## src/core/dac_rst_pkg.sv

```systemverilog
package dac_rst_pkg;
  localparam int NUM_CH = 8;
  localparam int CODE_W = 14;
  localparam int CH_W = 3;
  localparam int BUSY_W = 4;
  typedef logic [CODE_W-1:0] code_t;
  typedef logic [CH_W-1:0] chan_t;
  // destination of a decoded serial frame
  typedef enum logic [1:0] {TGT_DATA, TGT_GAIN, TGT_ZERO, TGT_NONE} target_t;
  // reset codes
  localparam code_t CODE_ZERO = 14'h0000;
  localparam code_t CODE_MID = 14'h2000;
  localparam code_t OFFSET_SB = 14'h2666;
  localparam code_t OFFSET_TC = 14'h0666;
  localparam code_t INPUT_RESET = 14'h0000;
  localparam code_t GAIN_DEFAULT = 14'h3fff;
  localparam code_t ZERO_DEFAULT = 14'h2000;
  // chip-select-rise to load spacing
  localparam int CLK_PERIOD_PS = 10000;
  localparam int T9_MIN_NS = 50;
  localparam int T9_CYCLES_RAW = (T9_MIN_NS * 1000 + CLK_PERIOD_PS - 1) / CLK_PERIOD_PS;
  localparam int T9_CYCLES = (T9_CYCLES_RAW < 1) ? 1 : T9_CYCLES_RAW;
  localparam int CNT_W = 4;
  localparam logic [CNT_W-1:0] T9_LOAD = CNT_W'(T9_CYCLES);
  // data and latch reset code from the select and format pins
  function automatic code_t reset_code(input logic sel, input logic fmt);
    return (sel ^ fmt) ? CODE_MID : CODE_ZERO;
  endfunction
endpackage

```

## src/core/load_if.sv

```systemverilog
`timescale 1ns/1ps
interface load_if;
  logic cs_rise;
  logic sync_mode;
  logic in_reset;
  logic hold;
  logic fire;
  modport timer(input cs_rise, input sync_mode, input in_reset, input hold, output fire);
  modport ctrl(output cs_rise, output sync_mode, output in_reset, output hold, input fire);
endinterface

```

## src/core/dac_reset_latch_ctrl.sv

```systemverilog
`timescale 1ns/1ps
// Function
// power-on loads offset, data, latches from select
// input data register clears on any reset
// dual-supply data and offset reset code table
// single supply disables offset DAC, same codes
// power-on restores gain and zero defaults
// hardware reset forces codes and gain/zero defaults
// hardware reset disables serial port, output hi-z
// after reset release, hold codes until reprogrammed
// host keeps chip select high around reset; the testbench drives a frame with chip select low in reset
// update mode strapped from load strobe at power-on
// load updates only channels written since last load
// latch update changes output at once
// asynchronous mode ignores strobe and software load
// async, engine off: update on chip select rise
// async, engine on: update when engine writes channel
// sync, engine off: load updates pending latches together
// sync, engine on: load waits for engine finish
// sync, no load: latches and outputs unchanged
// host loads only after spacing from chip select
// spacing counted in cycles, per-channel pending flags
module dac_reset_latch_ctrl (
  // clock and reset
  input wire logic sys_clk,
  input wire logic rstn,
  input wire logic clk_en,
  // straps and control pins
  input wire logic hw_reset_n,
  input wire logic reset_value_select,
  input wire logic input_format_select,
  input wire logic single_supply,
  input wire logic latch_load_strobe_n,
  input wire logic software_load_bit,
  input wire logic correction_engine_enable,
  // decoded serial frame
  input wire logic cs_n,
  input wire logic frame_valid,
  input wire dac_rst_pkg::target_t frame_target,
  input wire dac_rst_pkg::chan_t frame_ch,
  input wire dac_rst_pkg::code_t frame_data,
  input wire logic sdo_drive,
  // correction engine
  output logic corr_start,
  output dac_rst_pkg::chan_t corr_ch,
  output dac_rst_pkg::code_t corr_code,
  input wire logic corr_done,
  input wire dac_rst_pkg::chan_t corr_done_ch,
  input wire dac_rst_pkg::code_t corr_result,
  // status
  output logic serial_enable,
  output logic sdo_oe_n,
  output logic sync_mode,
  output logic offset_dac_enable,
  output dac_rst_pkg::code_t offset_code_a,
  output dac_rst_pkg::code_t offset_code_b,
  // per-channel codes
  output dac_rst_pkg::code_t input_code [dac_rst_pkg::NUM_CH],
  output dac_rst_pkg::code_t data_code [dac_rst_pkg::NUM_CH],
  output dac_rst_pkg::code_t latch_code [dac_rst_pkg::NUM_CH],
  output dac_rst_pkg::code_t gain_code [dac_rst_pkg::NUM_CH],
  output dac_rst_pkg::code_t zero_code [dac_rst_pkg::NUM_CH],
  output logic [dac_rst_pkg::NUM_CH-1:0] pending
);
  import dac_rst_pkg::*;

  load_if lif();

  logic in_reset;
  logic cs_q;
  logic cs_rise;
  logic wr_acc;
  logic data_wr;
  logic por_done;
  logic [BUSY_W-1:0] busy;
  logic [NUM_CH-1:0] latch_upd;
  code_t rst_code;
  code_t rst_offset;
  logic next_cs_q;
  logic next_por_done;
  logic next_sync_mode;
  logic next_corr_start;
  chan_t next_corr_ch;
  code_t next_corr_code;
  logic [BUSY_W-1:0] next_busy;
  code_t next_offset;

  load_timer u_timer (
    .sys_clk(sys_clk),
    .rstn(rstn),
    .clk_en(clk_en),
    .latch_load_strobe_n(latch_load_strobe_n),
    .software_load_bit(software_load_bit),
    .lif(lif)
  );

  // reset, serial gating and frame acceptance
  assign in_reset = !rstn || !hw_reset_n;
  assign serial_enable = rstn && hw_reset_n;
  assign sdo_oe_n = !(serial_enable && sdo_drive);
  assign cs_rise = serial_enable && !cs_q && cs_n;
  assign wr_acc = cs_rise && frame_valid;
  assign data_wr = wr_acc && (frame_target == TGT_DATA);
  assign offset_dac_enable = !single_supply;
  assign rst_code = reset_code(reset_value_select, input_format_select);
  assign rst_offset = input_format_select ? OFFSET_TC : OFFSET_SB;

  // timer link; a load waits while the engine still owes data registers
  assign lif.cs_rise = cs_rise;
  assign lif.sync_mode = sync_mode;
  assign lif.in_reset = in_reset;
  assign lif.hold = (busy != '0) || corr_start || (data_wr && correction_engine_enable);

  // next values of strap, engine handshake and offsets
  always_comb begin
    next_cs_q = cs_n;
    next_por_done = por_done;
    next_sync_mode = sync_mode;
    next_corr_start = 1'b0;
    next_corr_ch = corr_ch;
    next_corr_code = corr_code;
    next_busy = busy;
    next_offset = offset_code_a;
    if (!por_done) begin
      next_por_done = 1'b1;
      next_sync_mode = latch_load_strobe_n;
    end
    if (data_wr && correction_engine_enable) begin
      next_corr_start = 1'b1;
      next_corr_ch = frame_ch;
      next_corr_code = frame_data;
    end
    next_busy = busy + BUSY_W'(corr_start) - BUSY_W'(corr_done && (busy != '0));
    if (in_reset) begin
      next_offset = rst_offset;
      next_corr_start = 1'b0;
      next_busy = '0;
    end
  end

  // register stage; the strap is caught on the first edge after power-on release
  always_ff @(posedge sys_clk) begin
    if (!rstn) begin
      cs_q <= 1'b1;
      por_done <= 1'b0;
      sync_mode <= 1'b0;
      corr_start <= 1'b0;
      corr_ch <= '0;
      corr_code <= CODE_ZERO;
      busy <= '0;
      offset_code_a <= rst_offset;
      offset_code_b <= rst_offset;
    end else if (clk_en) begin
      cs_q <= next_cs_q;
      por_done <= next_por_done;
      sync_mode <= next_sync_mode;
      corr_start <= next_corr_start;
      corr_ch <= next_corr_ch;
      corr_code <= next_corr_code;
      busy <= next_busy;
      offset_code_a <= next_offset;
      offset_code_b <= next_offset;
    end
  end

  // per-channel registers, latches and pending flags
  for (genvar i = 0; i < NUM_CH; i++) begin : g_ch
    logic wr_hit;
    logic direct;
    logic eng_hit;
    logic upd_src;
    code_t new_code;
    code_t next_input;
    code_t next_data;
    code_t next_latch;
    code_t next_gain;
    code_t next_zero;
    logic next_pend;

    assign wr_hit = wr_acc && (frame_ch == CH_W'(i));
    assign direct = wr_hit && (frame_target == TGT_DATA) && !correction_engine_enable;
    assign eng_hit = corr_done && (corr_done_ch == CH_W'(i));
    assign upd_src = direct || eng_hit;
    assign new_code = direct ? frame_data : corr_result;
    assign latch_upd[i] = !in_reset && (sync_mode ? (lif.fire && pending[i]) : upd_src);

    // next values for one channel
    always_comb begin
      next_input = input_code[i];
      next_data = data_code[i];
      next_latch = latch_code[i];
      next_gain = gain_code[i];
      next_zero = zero_code[i];
      next_pend = pending[i];
      if (wr_hit && (frame_target == TGT_DATA)) begin
        next_input = frame_data;
      end
      if (wr_hit && (frame_target == TGT_GAIN)) begin
        next_gain = frame_data;
      end
      if (wr_hit && (frame_target == TGT_ZERO)) begin
        next_zero = frame_data;
      end
      if (upd_src) begin
        next_data = new_code;
      end
      if (!sync_mode && upd_src) begin
        next_latch = new_code;
      end else if (latch_upd[i]) begin
        next_latch = data_code[i];
      end
      if (sync_mode && upd_src) begin
        next_pend = 1'b1; // a write in the load cycle stays pending
      end else if (latch_upd[i]) begin
        next_pend = 1'b0;
      end
      if (in_reset) begin
        next_input = INPUT_RESET;
        next_data = rst_code;
        next_latch = rst_code;
        next_gain = GAIN_DEFAULT;
        next_zero = ZERO_DEFAULT;
        next_pend = 1'b0;
      end
    end

    // register stage for one channel
    always_ff @(posedge sys_clk) begin
      if (clk_en) begin
        input_code[i] <= next_input;
        data_code[i] <= next_data;
        latch_code[i] <= next_latch;
        gain_code[i] <= next_gain;
        zero_code[i] <= next_zero;
        pending[i] <= next_pend;
      end
    end
  end
endmodule

```

## src/core/load_timer.sv

```systemverilog
`timescale 1ns/1ps
module load_timer (
  // clock and reset
  input wire logic sys_clk,
  input wire logic rstn,
  input wire logic clk_en,
  // load triggers
  input wire logic latch_load_strobe_n,
  input wire logic software_load_bit,
  // link to the controller
  load_if.timer lif
);
  import dac_rst_pkg::*;

  logic strobe_q;
  logic req;
  logic [CNT_W-1:0] cnt;
  logic next_strobe_q;
  logic next_req;
  logic [CNT_W-1:0] next_cnt;
  logic new_req;

  // load request is held until the spacing count has run out and the engine is idle
  assign new_req = lif.sync_mode && ((strobe_q && !latch_load_strobe_n) || software_load_bit);
  assign lif.fire = req && (cnt == '0) && !lif.hold && !lif.cs_rise && lif.sync_mode && !lif.in_reset;

  // next values of strobe history, request and spacing counter
  always_comb begin
    next_strobe_q = latch_load_strobe_n;
    next_req = req;
    next_cnt = cnt;
    if (lif.cs_rise) begin
      next_cnt = T9_LOAD;
    end else if (cnt != '0) begin
      next_cnt = cnt - 1'b1;
    end
    if (lif.in_reset || !lif.sync_mode) begin
      next_req = 1'b0;
    end else if (new_req) begin
      next_req = 1'b1; // new request wins over the fire clear
    end else if (lif.fire) begin
      next_req = 1'b0;
    end
    if (lif.in_reset) begin
      next_cnt = '0;
    end
  end

  // register stage
  always_ff @(posedge sys_clk) begin
    if (!rstn) begin
      strobe_q <= 1'b1;
      req <= 1'b0;
      cnt <= '0;
    end else if (clk_en) begin
      strobe_q <= next_strobe_q;
      req <= next_req;
      cnt <= next_cnt;
    end
  end
endmodule

```

## config.mk

```make
export PLATFORM = sky130hd
export DESIGN_NAME = dac_reset_latch_ctrl
export DESIGN_NICKNAME = d
export VERILOG_FILES = /design/src/core/dac_rst_pkg.sv /design/src/core/load_if.sv /design/src/core/dac_reset_latch_ctrl.sv /design/src/core/load_timer.sv
export SDC_FILE = /design/constraint.sdc
export NUM_CORES = 1
export LEC_CHECK = 0
export ABC_AREA = 0
export BUFFER_PORTS_ARGS = -buffer_cell sky130_fd_sc_hd__buf_2
export CORE_AREA = 2 2 259 261
export DETAILED_ROUTE_END_ITERATION = 12
export DIE_AREA = 0 0 261 263
export PLACE_DENSITY = 0.69
export SYNTH_ARGS = -nofsm -noshare
export SYNTH_HDL_FRONTEND = slang
export SYNTH_SLANG_ARGS = --single-unit
export TNS_END_PERCENT = 20
```

## constraint.sdc

```tcl
create_clock -name sys_clk -period 4.1 [get_ports sys_clk]
set_input_delay 0.205 -clock sys_clk [delete_from_list [all_inputs] [get_ports sys_clk]]
set_output_delay 0.205 -clock sys_clk [all_outputs]
set_load 0.01 [all_outputs]
```

==> qor.yml, run 1 <==
outcome: "completed"
placed_area_sq_mm: 0.0280
cts_buffers: 58
critPathCaptureType: "register"
wire_per_inst_um: 27.7
antenna_found_initial: 8
ys_warn_count: 0
ys_seq_area_share_pct: 74.4
r2r_slack_ns: 0.90
die_w_um: 261
min_to: "offset_code_b[13]"
post_cts_resized: 0
yosys-top-cells-count: "edfxtp_1 (569), nor2_1 (155), mux2i_1 (131)"
postLayoutCellArea_sq_mm: 0.0300
drive_gt1_share_pct: 39.1
avgSynthCellArea_sq_um: 15.5
syn_inst: 1538
yosysMostFrequentCell: "edfxtp_1"
grt_remaining_overflow: 0
die_area_sq_mm: 0.0686
final-instance-count-excl-fill: 3102
grt_usage_pct: 24.1
drt_iter0_markers: 2222
drv_cap: 0
dp_worst_setup_slack_ns: 0.921
min_period_ns: 3.20
skew_ns: 0.0252
placeableCoreArea_sq_mm: 0.0656
finalNetCount: 2243
fillCellCount: 5795
arrival_ns: 3.50
synth_cell_type_count: 55
cts_buffer_depth: 3
timing.rr.end: "latch_code[94]"
grt_pass1_wl_mm: 119
final_max_slew_viol_count: 0
routed_via_density: 5.46
hold_violations: 0
dp_hpwl_mm: 60.4
areaGrowthSynthToFinish_pct: 26.1
yosys_register_bits: 600
gp_congestion: 0.873
cts.clk_slew.worst_paths_ns: 0.06
maxSlewHeadroom_pct: 27.4
final_core_util_pct: 45.7
synth.largest_area_cell: "edfxtp_1"
tightest_slew_ns: 1.09
synth_top_area_share_pct: 71.8
hp-class: "in2reg"
ir_drop_uv: 331
r2r_cells: 7
leakagePower_nw: 11.6
finalSetupTns_ns: 0
synth_ff_type: "edfxtp_1"
fin_total_pwr_mw: 14.3
p_per_area_mw_per_mm2: 476
seqCellArea_sq_mm: 0.0177
timing.rr.start: "u_timer.cnt[0]"
rows: 94
cts_tree: "built"
io_pins: 668
clock-sinks: 600
initial_core_util_pct: 36.2
postLayoutSetupSlackWorst_ns: 0.899
hold_path_depth: 2
drt-total-wl_mm: 85.9
cp.required_ns: 4.40
synthArstFlopShare_pct: 0
path_max_fanout: 14
synth_enable_flop_cells: 569
dp_cells: 2986
worst-setup-path-type: "reg2reg"
min_period_over_period_pct: 78.1
start_kind: "register"
syn_area_sq_mm: 0.0238
multi_input_area_sq_mm: 0.00542
ant_nets: 0
die_h_um: 263
synth_area_leaders: "edfxtp_1 (72%), mux2i_1 (5.5%), o31ai_1 (3.3%)"
vias: 16900
finalSetupViolCount: 0
worstSkewPairLatency_ns: 0.62
holdCritStartpoint: "input_format_select"
ctsRootBufferMaster: "clkbuf_16"
first_pass_iters: 5
grt_max_degree: 154
cts.htree.levels: 2
rsz0062_at_grt: "false"
fmaxAchievable_ghz: 0.312
whs_ns: 0.0541
grt_pass1_vias: 16400
portBuffers: 641
drcViolationCount: 0
-- layout by cell type, fill, tap and decap left out, types with 6 or more instances in the layout --
| cell | instances |
|---|---|
| ha_1 | 7 |
| or3_1 | 13 |
| bufinv_16 | 6 |
| clkinv_2 | 8 |
| clkinv_1 | 15 |
| clkbuf_16 | 59 |
| clkbuf_1 | 10 |
| buf_4 | 67 |
| edfxtp_1 | 569 |
| inv_1 | 17 |
| nor2_1 | 154 |
| nand3_1 | 9 |
| dfxtp_1 | 31 |
| o31ai_1 | 105 |
| mux2i_1 | 131 |
| o21a_1 | 7 |
| or2_2 | 11 |
| a31oi_1 | 6 |
| o22ai_1 | 8 |
| conb_1 | 26 |
| nand2b_1 | 19 |
| o21ai_0 | 16 |
| nor4_2 | 8 |
| and3_1 | 14 |
| nand2_1 | 24 |
| diode_2 | 6 |
| nor2b_1 | 20 |
| buf_2 | 641 |
| a21oi_2 | 35 |
| a21oi_1 | 86 |
| nor4_4 | 9 |
| nor3_1 | 15 |
-- per-layer routing --
layer	up-vias	wire length, um	track usage, %	share of wire (%)
met5	-	51	0	0.059
met1	8355	31000	29.6	36
li1	7114	-	-	-
met2	1255	42600	41.2	50
met3	217	8530	5.20	9.9
met4	8	3660	9.49	4.3
-- logic make-up after synthesis --
family / Yosys count / synth area share (%)
xor+xnor: 3 / 0.110
flops: 600 / 74.4
buf+inv: 169 / 3.55
other cells: 2 / 0.0316
mux: 131 / 5.51
simple gates: 334 / 7.64
compound gates: 291 / 8.26
fa+ha+maj: 8 / 0.452
-- state kept, by name (all words and copies together), names as in the netlist --
register / flops
pending: 8
corr_code: 14
cs_q: 1
corr_ch: 3
latch_code: 112
por_done: 1
offset_code_b: 1
corr_start: 1
data_code: 112
zero_code: 112
busy: 4
input_code: 112
u_timer.req: 1
u_timer.strobe_q: 1
sync_mode: 1
gain_code: 112
u_timer.cnt: 4
-- cell type report --
class | count | area share (%)
Antenna cell | 6 | 0.0501
Clock buffer | 69 | 5.05
Clock inverter | 38 | 1.32
Inverter | 19 | 0.254
Multi-Input combinational cell | 793 | 18.1
Sequential cell | 600 | 59.0
Tap cell | 864 | 3.60
Timing Repair Buffer | 713 | 12.6
-- power by group --
part,switching (mW),internal [mW],total [mW]
registers,0.188,7.22,7.40
clock network,2.33,3.03,5.36
logic,1.06,0.462,1.52
-- repair_timing --
item / 4_1_cts / 5_1_grt
hold buffers: 3 / 0
buffers inserted: 0 / 0
endpoints found under the hold margin: 4 / 0
-- worst max-delay path, stage by stage (launching register included) --
cell	delay [ns]
dfxtp_1	0.32
inv_1	0.10
ha_1	0.15
or3b_2	0.48
nor4_1	0.62
nand4_1	0.57
o22ai_1	0.34
buf_4	0.28
-- worst max path at each step --
stage,from,to,cells after the start
final,u_timer.cnt[0],latch_code[94],7
after global routing,u_timer.cnt[0],latch_code[104],7
after CTS,u_timer.cnt[0],latch_code[89],7
after detailed placement,u_timer.cnt[0],latch_code[93],7
after global placement,u_timer.cnt[0],latch_code[104],7
after floorplan,sync_mode,latch_code[84],6
No activity file was read; power rests on OpenSTA's default activity.
==> run 2: changes to the inputs <==
CORE_AREA = 2 2 257 259   (was 2 2 259 261)
DIE_AREA = 0 0 259 261   (was 0 0 261 263)
PLACE_DENSITY = 0.72   (was 0.69)
clock period = 2.8 ns   (was 4.1 ns; I/O delays follow)
==> run 2 against run 1 <==
Register-to-register slack worse by 0.76 ns. Routed wire length down 1.6%. Critical path depth up 2. Final cell count up 1.1%. Die area down 1.5%. First-iteration DRC count down 17%. Combinational power up 49%. Non-clock buffer count up 34. Global-route usage down 0.30 points. Cell area up 1.4%. Core utilization up 1.1 points. Critical endpoint is now latch_code[38].
==> qor.yml, run 2 (synthesized netlist as in run 1, its figures left out) <==
hold_violations: 0  # unchanged
postLayoutCellArea_sq_mm: 0.0304  # +1.4%
leakagePower_nw: 11.9  # +2.1%
placeableCoreArea_sq_mm: 0.0650  # -0.90%
min_period_over_period_pct: 95.2  # +17 points
dr.max_layer_used: "met5"
multi_input_area_sq_mm: 0.00544  # +0.28%
dr_wl_met3_mm: 7.65  # -10%
initial_core_util_pct: 36.6  # +0.33 points
grt_pass1_wl_mm: 116  # -3.1%
portBuffers: 641  # unchanged
tightest_slew_ns: 0.931  # -0.157 ns
drt_iter0_markers: 1852  # -17%
p_comb_share_pct: 10.6  # about the same
swShare_pct: 24.7  # -0.33 points
start_kind: "register"
worst-setup-path-type: "reg2reg"
whs_ns: 0.0819  # +0.0278 ns
placed_area_sq_mm: 0.0283  # +1.0%
die_area_sq_mm: 0.0676  # -1.5%
finalSetupViolCount: 0  # unchanged
cts.htree.levels: 2  # unchanged
maxSlewHeadroom_pct: 37.9  # +10 points
cp_slowest_stage_delay_ns: 0.49  # -0.13 ns
grt_pass1_vias: 15900  # -3.4%
drt-met1-wl_mm: 31.6  # +1.9%
cts_setup_buffers: 0  # unchanged
path_common_cell: "buf_4"
finalNetCount: 2278  # +1.6%
cts_buffer_depth: 3  # unchanged
grt_usage_pct: 23.8  # -0.30 points
p_per_area_mw_per_mm2: 699  # +47%
final_max_slew_viol_count: 0  # unchanged
seqPwrFrac_pct: 50.9  # -0.9 points
dp_hpwl_mm: 59.8  # -0.91%
die_h_um: 261  # -0.76%
cts.clk_slew.worst_paths_ns: 0.06  # about the same
crit_path_cell_trace: "inv_1, ha_1, or3b_2, nor4_1, buf_4, and4_1, buf_4, o2bb2ai_1, buf_12"
p_clk_share_pct: 38.5  # +1.0 points
layout_commonest_cell: "buf_2"
cp_num_buf_inv: 4  # +2
drcViolationCount: 0  # unchanged
die_w_um: 259  # -0.77%
final-instance-count-excl-fill: 3136  # +1.1%
fillCellCount: 5657  # -2.4%
path_max_fanout: 13  # -1
ctsRootBufferMaster: "clkbuf_16"
ir_drop_uv: 519  # +57%
first_pass_iters: 5  # unchanged
antenna_found_initial: 5  # -3
areaGrowthSynthToFinish_pct: 27.9
intPower_mw: 16.0  # +50%
hp-class: "in2reg"
vias: 16800  # -0.87%
crit_slowest_cell: "or3b_2"
outcome: "completed"
cts_tree: "built"
io_pins: 668  # unchanged
worstSkewPairLatency_ns: 0.62  # about the same
cts_buffers: 59  # +1.7%
skew_ns: 0.0255  # +0.000310 ns
drv_cap: 0  # unchanged
cp_top_family: "simple AND/OR/NAND/NOR gates"
wire_per_inst_um: 27.0  # -2.6%
drt-total-wl_mm: 84.5  # -1.6%
final_cell_mix: "buf_2 (641), edfxtp_1 (569), nor2_1 (153)"
critPathCaptureType: "register"
ant_nets: 0  # unchanged
wl_met2_mm: 42.2  # -1.0%
arrival_ns: 3.00  # -0.50 ns
fmaxAchievable_ghz: 0.375  # +20%
grt_max_degree: 154  # unchanged
seqCellArea_sq_mm: 0.0177  # unchanged
drive_gt1_share_pct: 40.3  # +1.3 points
clock-sinks: 600  # unchanged
cp.required_ns: 3.14  # -1.26 ns
dp_cells: 3016  # +1.0%
p_switching_mw: 5.26  # +47%
r2r_slack_ns: 0.13  # -0.76 ns
grt_remaining_overflow: 0  # unchanged
rsz0062_at_grt: "false"
routed_via_density: 5.36  # -1.9%
fin_total_pwr_mw: 21.3  # +49%
gp_congestion: 0.862  # -1.2%
rows: 94  # unchanged
min_period_ns: 2.67  # -0.536 ns
-- run 2: cell count changes in the layout (fill, tap and decap cells not counted), moves of 3 or more --
cell           delta
clkinvlp_4        +3
clkbuf_16         +4
clkinv_1          -7
clkbuf_8          +3
inv_4             +3
inv_6             -3
buf_4            +26
dlygate4sd3_1     +4
buf_12            +4
-- run 2: final cells by class --
| class | instances | share of cell area, % |
|---|---|---|
| Clock inverter | 33 | 1.18 |
| Multi-Input combinational cell | 793 | 17.9 |
| Clock buffer | 74 | 5.42 |
| Tap cell | 864 | 3.55 |
| Timing Repair Buffer | 747 | 13.5 |
| Inverter | 19 | 0.243 |
| Sequential cell | 600 | 58.2 |
| Antenna cell | 6 | 0.0494 |
-- run 2: final timing paths --
path	end	start	depth (start not counted)
worst max-delay path	latch_code[38]	u_timer.cnt[0]	9
worst min-delay path	corr_code[13]	frame_data[13]	3
worst max register to register	latch_code[38]	u_timer.cnt[0]	9
worst min register to register	u_timer.cnt[3]	u_timer.cnt[3]	2
-- run 2: what timing repair did --
item,4_1_cts,5_1_grt
hold buffers,7,0
gates resized for setup,0,1
endpoints found under the hold margin,7,0
endpoints found under the setup margin,0,1
-- run 2: routing by layer --
metal / vias to the layer above / GRT usage [%]
met3: 164 / 5.54
met4: 2 / 8.98
met2: 1054 / 40.8
met1: 8403 / 29.3
li1: 7178 / -
met5: - / 0
-- run 2: worst reg2reg max path: stages (launching register included) --
cell and delay, ns:
dfxtp_1 0.33, inv_1 0.11, ha_1 0.15, or3b_2 0.49, nor4_1 0.32, buf_4 0.20, and4_1 0.22, buf_4 0.17
o2bb2ai_1 0.22, buf_12 0.20
-- run 2: power by group through the flow --
stage	clock network [mW]	registers [mW]	logic, mW
2_1_floorplan	0	11.3	0.704
3_3_place_gp	0	11.0	2.23
3_5_place_dp	0	11.0	2.26
4_1_cts	8.26	10.8	2.27
5_1_grt	8.59	10.9	2.39
6_report	8.18	10.8	2.26
-- run 2: stage by stage --
step | setup WS (ns) | utilization, % | setup TNS [ns]
2_1_floorplan | -0.194 | - | -10.62
3_3_place_gp | 0.238 | 43.5 | 0
3_5_place_dp | 0.142 | 43.5 | 0
4_1_cts | 0.133 | 46.7 | 0
5_1_grt | 0.0494 | 46.7 | 0
6_report | 0.135 | 46.8 | 0
==> run 3: changes to the inputs <==
CORE_AREA = 2 2 263 265   (was 2 2 257 259)
DIE_AREA = 0 0 265 267   (was 0 0 259 261)
SYNTH_HIERARCHICAL = 1   (was unset)
==> run 3 against run 2 <==
Clock skew down 0.00095 ns. First-iteration DRC count up 60%. Total power up 0.11%. Global-route usage up 2.6 points. Clock-buffer cell count down 2. Area after synthesis up 7.3%. Setup slack better by 0.024 ns. Largest power group unchanged. Highest routed layer unchanged.
==> qor.yml, run 3 <==
drive_gt1_share_pct: 35.2  # -5.1 points
crit_path_cell_trace: "and4b_1, or4_4, nor2_1, and4b_2, and2_4, nand2_1, nand2_1, o21a_4"
maxSlewHeadroom_pct: 32.7  # -5.2 points
hp-class: "in2reg"
final_max_slew_viol_count: 0  # unchanged
tightest_slew_ns: 1.01  # +0.0782 ns
cts_tree: "built"
endpoint: "latch_code[21]"
synth_enable_flop_cells: 569  # unchanged
ys_warn_count: 6  # +6
portBuffers: 641  # unchanged
finalSetupViolCount: 0  # unchanged
synth_ff_type: "edfxtp_1"
die_w_um: 265  # +2.3%
synth_cell_type_count: 58  # +5.5%
antenna_found_initial: 10  # +5
drv_cap: 0  # unchanged
r2r_cells: 8  # -1
cts_buffers: 60  # +1.7%
vias: 19800  # +18%
drcViolationCount: 0  # unchanged
grt_pass1_wl_mm: 135  # +17%
rsz0062_at_grt: "false"
syn_inst: 1931  # +26%
wire_per_inst_um: 27.4  # +1.6%
dp_hpwl_mm: 70.7  # +18%
gp_congestion: 0.951  # +10%
clock-sinks: 600  # unchanged
cts_buffer_depth: 3  # unchanged
grt_remaining_overflow: 0  # unchanged
drt-total-wl_mm: 97.3  # +15%
die_area_sq_mm: 0.0708  # +4.7%
drt_iter0_markers: 2955  # +60%
cts.htree.levels: 2  # unchanged
routed_via_density: 5.57  # +3.9%
cp_slowest_stage_delay_ns: 0.43  # -0.06 ns
worstSkewPairLatency_ns: 0.65  # +0.03 ns
path_common_cell: "nand2_1"
yosys_register_bits: 600  # unchanged
grt_usage_pct: 26.4  # +2.6 points
synthArstFlopShare_pct: 0  # unchanged
min_period_ns: 2.64  # -0.0241 ns
ctsRootBufferMaster: "clkbuf_16"
ys_seq_area_share_pct: 69.4  # -5.0 points
outcome: "completed"
cp_num_buf_inv: 0  # -4
ir_drop_uv: 412  # -21%
timing.rr.end: "latch_code[21]"
p_per_area_mw_per_mm2: 657  # -6.1%
whs_ns: 0.0147  # -0.0671 ns
crit_slowest_cell: "or4_4"
min_period_over_period_pct: 94.3  # -0.86 points
first_pass_iters: 6  # +1
rows: 96  # +2.1%
yosys-top-cells-count: "edfxtp_1 (569), nand2_1 (330), a21oi_1 (249)"
placeableCoreArea_sq_mm: 0.0680  # +4.5%
synth_top_area_share_pct: 67.0  # -4.9 points
cp.depth: 8  # -1
cp.required_ns: 3.12  # -0.02 ns
final_core_util_pct: 47.7  # +0.91 points
worst-setup-path-type: "reg2reg"
synth.largest_area_cell: "edfxtp_1"
fillCellCount: 5987  # +5.8%
layout_commonest_cell: "buf_2"
start_kind: "register"
arrival_ns: 2.96  # -0.04 ns
multi_input_area_sq_mm: 0.00691  # +27%
path_max_fanout: 14  # +1
critPathCaptureType: "register"
avgSynthCellArea_sq_um: 13.2  # -15%
startpoint: "cs_q"
grt_max_degree: 154  # unchanged
synth_area_leaders: "edfxtp_1 (67%), mux2i_1 (5.3%), a21oi_1 (4.9%)"
initial_core_util_pct: 37.5  # +0.96 points
cp_top_family: "simple AND/OR/NAND/NOR gates"
final_cell_mix: "buf_2 (641), edfxtp_1 (569), nand2_1 (330)"
holdCritStartpoint: "frame_ch[2]"
die_h_um: 267  # +2.3%
grt_pass1_vias: 18900  # +19%
leakagePower_nw: 13.7  # +15%
timing.rr.start: "cs_q"
skew_ns: 0.0245  # -0.000953 ns
finalNetCount: 2676  # +17%
cts.clk_slew.worst_paths_ns: 0.07  # about the same
fmaxAchievable_ghz: 0.379  # +0.91%
yosysMostFrequentCell: "edfxtp_1"
io_pins: 668  # unchanged
r2r_slack_ns: 0.16  # +0.02 ns
ant_nets: 0  # unchanged
syn_area_sq_mm: 0.0255  # +7.3%
areaGrowthSynthToFinish_pct: 27.0
hold_violations: 0  # unchanged
seqCellArea_sq_mm: 0.0177  # unchanged
run 3: cell types whose count changed in the layout (fill, tap and decap cells not counted), sizes merged, moves of 9 or more:
cell	previous run	this run
nand2	25	330
buf	740	798
nor2	155	37
a21oi	121	249
or3	13	4
and3b	0	14
a31oi	6	17
run 3: cells by family after synthesis:
| logic type | Yosys count | synth area share, % |
|---|---|---|
| mux | 136 | 5.34 |
| buf+inv | 224 | 4.09 |
| other cells | 2 | 0.0294 |
| flops | 600 | 69.4 |
| fa+ha+maj | 8 | 0.422 |
| compound gates | 405 | 9.46 |
| simple gates | 552 | 11.1 |
| xor+xnor | 4 | 0.137 |
run 3: how the worst min path moves through the flow:
| stage | endpoint | slack (ns) | cells after the start |
|---|---|---|---|
| 2_1_floorplan | u_timer/strobe_q | 0.27 | 2 |
| 3_3_place_gp | offset_code_b[13] | 0.40 | 2 |
| 3_5_place_dp | u_timer/strobe_q | 0.40 | 3 |
| 4_1_cts | corr_ch[1] | 0.0004 | 3 |
| 5_1_grt | corr_ch[1] | 0.04 | 3 |
| 6_report | corr_ch[2] | 0.01 | 3 |
run 3: worst min-delay path: stages:
cell and delay [ns]:
buf_2 0.23, mux2i_1 0.17, nor2b_1 0.05
run 3: report_power, final:
group          switching [mW]  total [mW]  internal (mW)
registers               0.315        10.9           10.6
logic                    1.68        2.49          0.806
clock network            3.53        7.92           4.39
total                    5.53        21.3           15.8
run 3: metal layers:
layer	up-vias	GRT usage, %	wire, um
met3	293	6.41	10200
met1	9542	32.5	35300
met5	-	0	67
met4	12	13.1	5170
li1	8446	-	-
met2	1482	43.6	46600
run 3: per-stage QoR:
| step | area, sq um | std cells | setup TNS [ns] | setup slack (ns) | total power, mW |
|---|---|---|---|---|---|
| finish | 32400 | 3553 | 0 | 0.159 | 21.3 |
| detailed placement | 30400 | 3428 | -3.48 | -0.0809 | 13.5 |
| global placement | 30400 | 3428 | -3.00 | -0.0755 | 13.5 |
| CTS | 32400 | 3549 | 0 | 0.0225 | 21.4 |
| floorplan | 25600 | 1955 | 0 | 0.00161 | 12.1 |
| global route | 32400 | 3549 | 0 | 0.0478 | 21.9 |
run 3: final cells by class:
class / instances / area share, %
well taps: 882 / 3.40
flip-flops and latches: 600 / 54.6
diodes: 4 / 0.0309
multi-input cells: 1131 / 21.3
clock buffers: 72 / 4.96
clock inverters: 39 / 0.992
inverters: 17 / 0.205
repair buffers: 808 / 14.5
run 3: what timing repair did:
item	in CTS	in global routing
endpoints found under the setup margin	56	56
hold buffers	10	0
buffers inserted	0	0
gates resized for setup	1	2
hold endpoints to repair	12	0
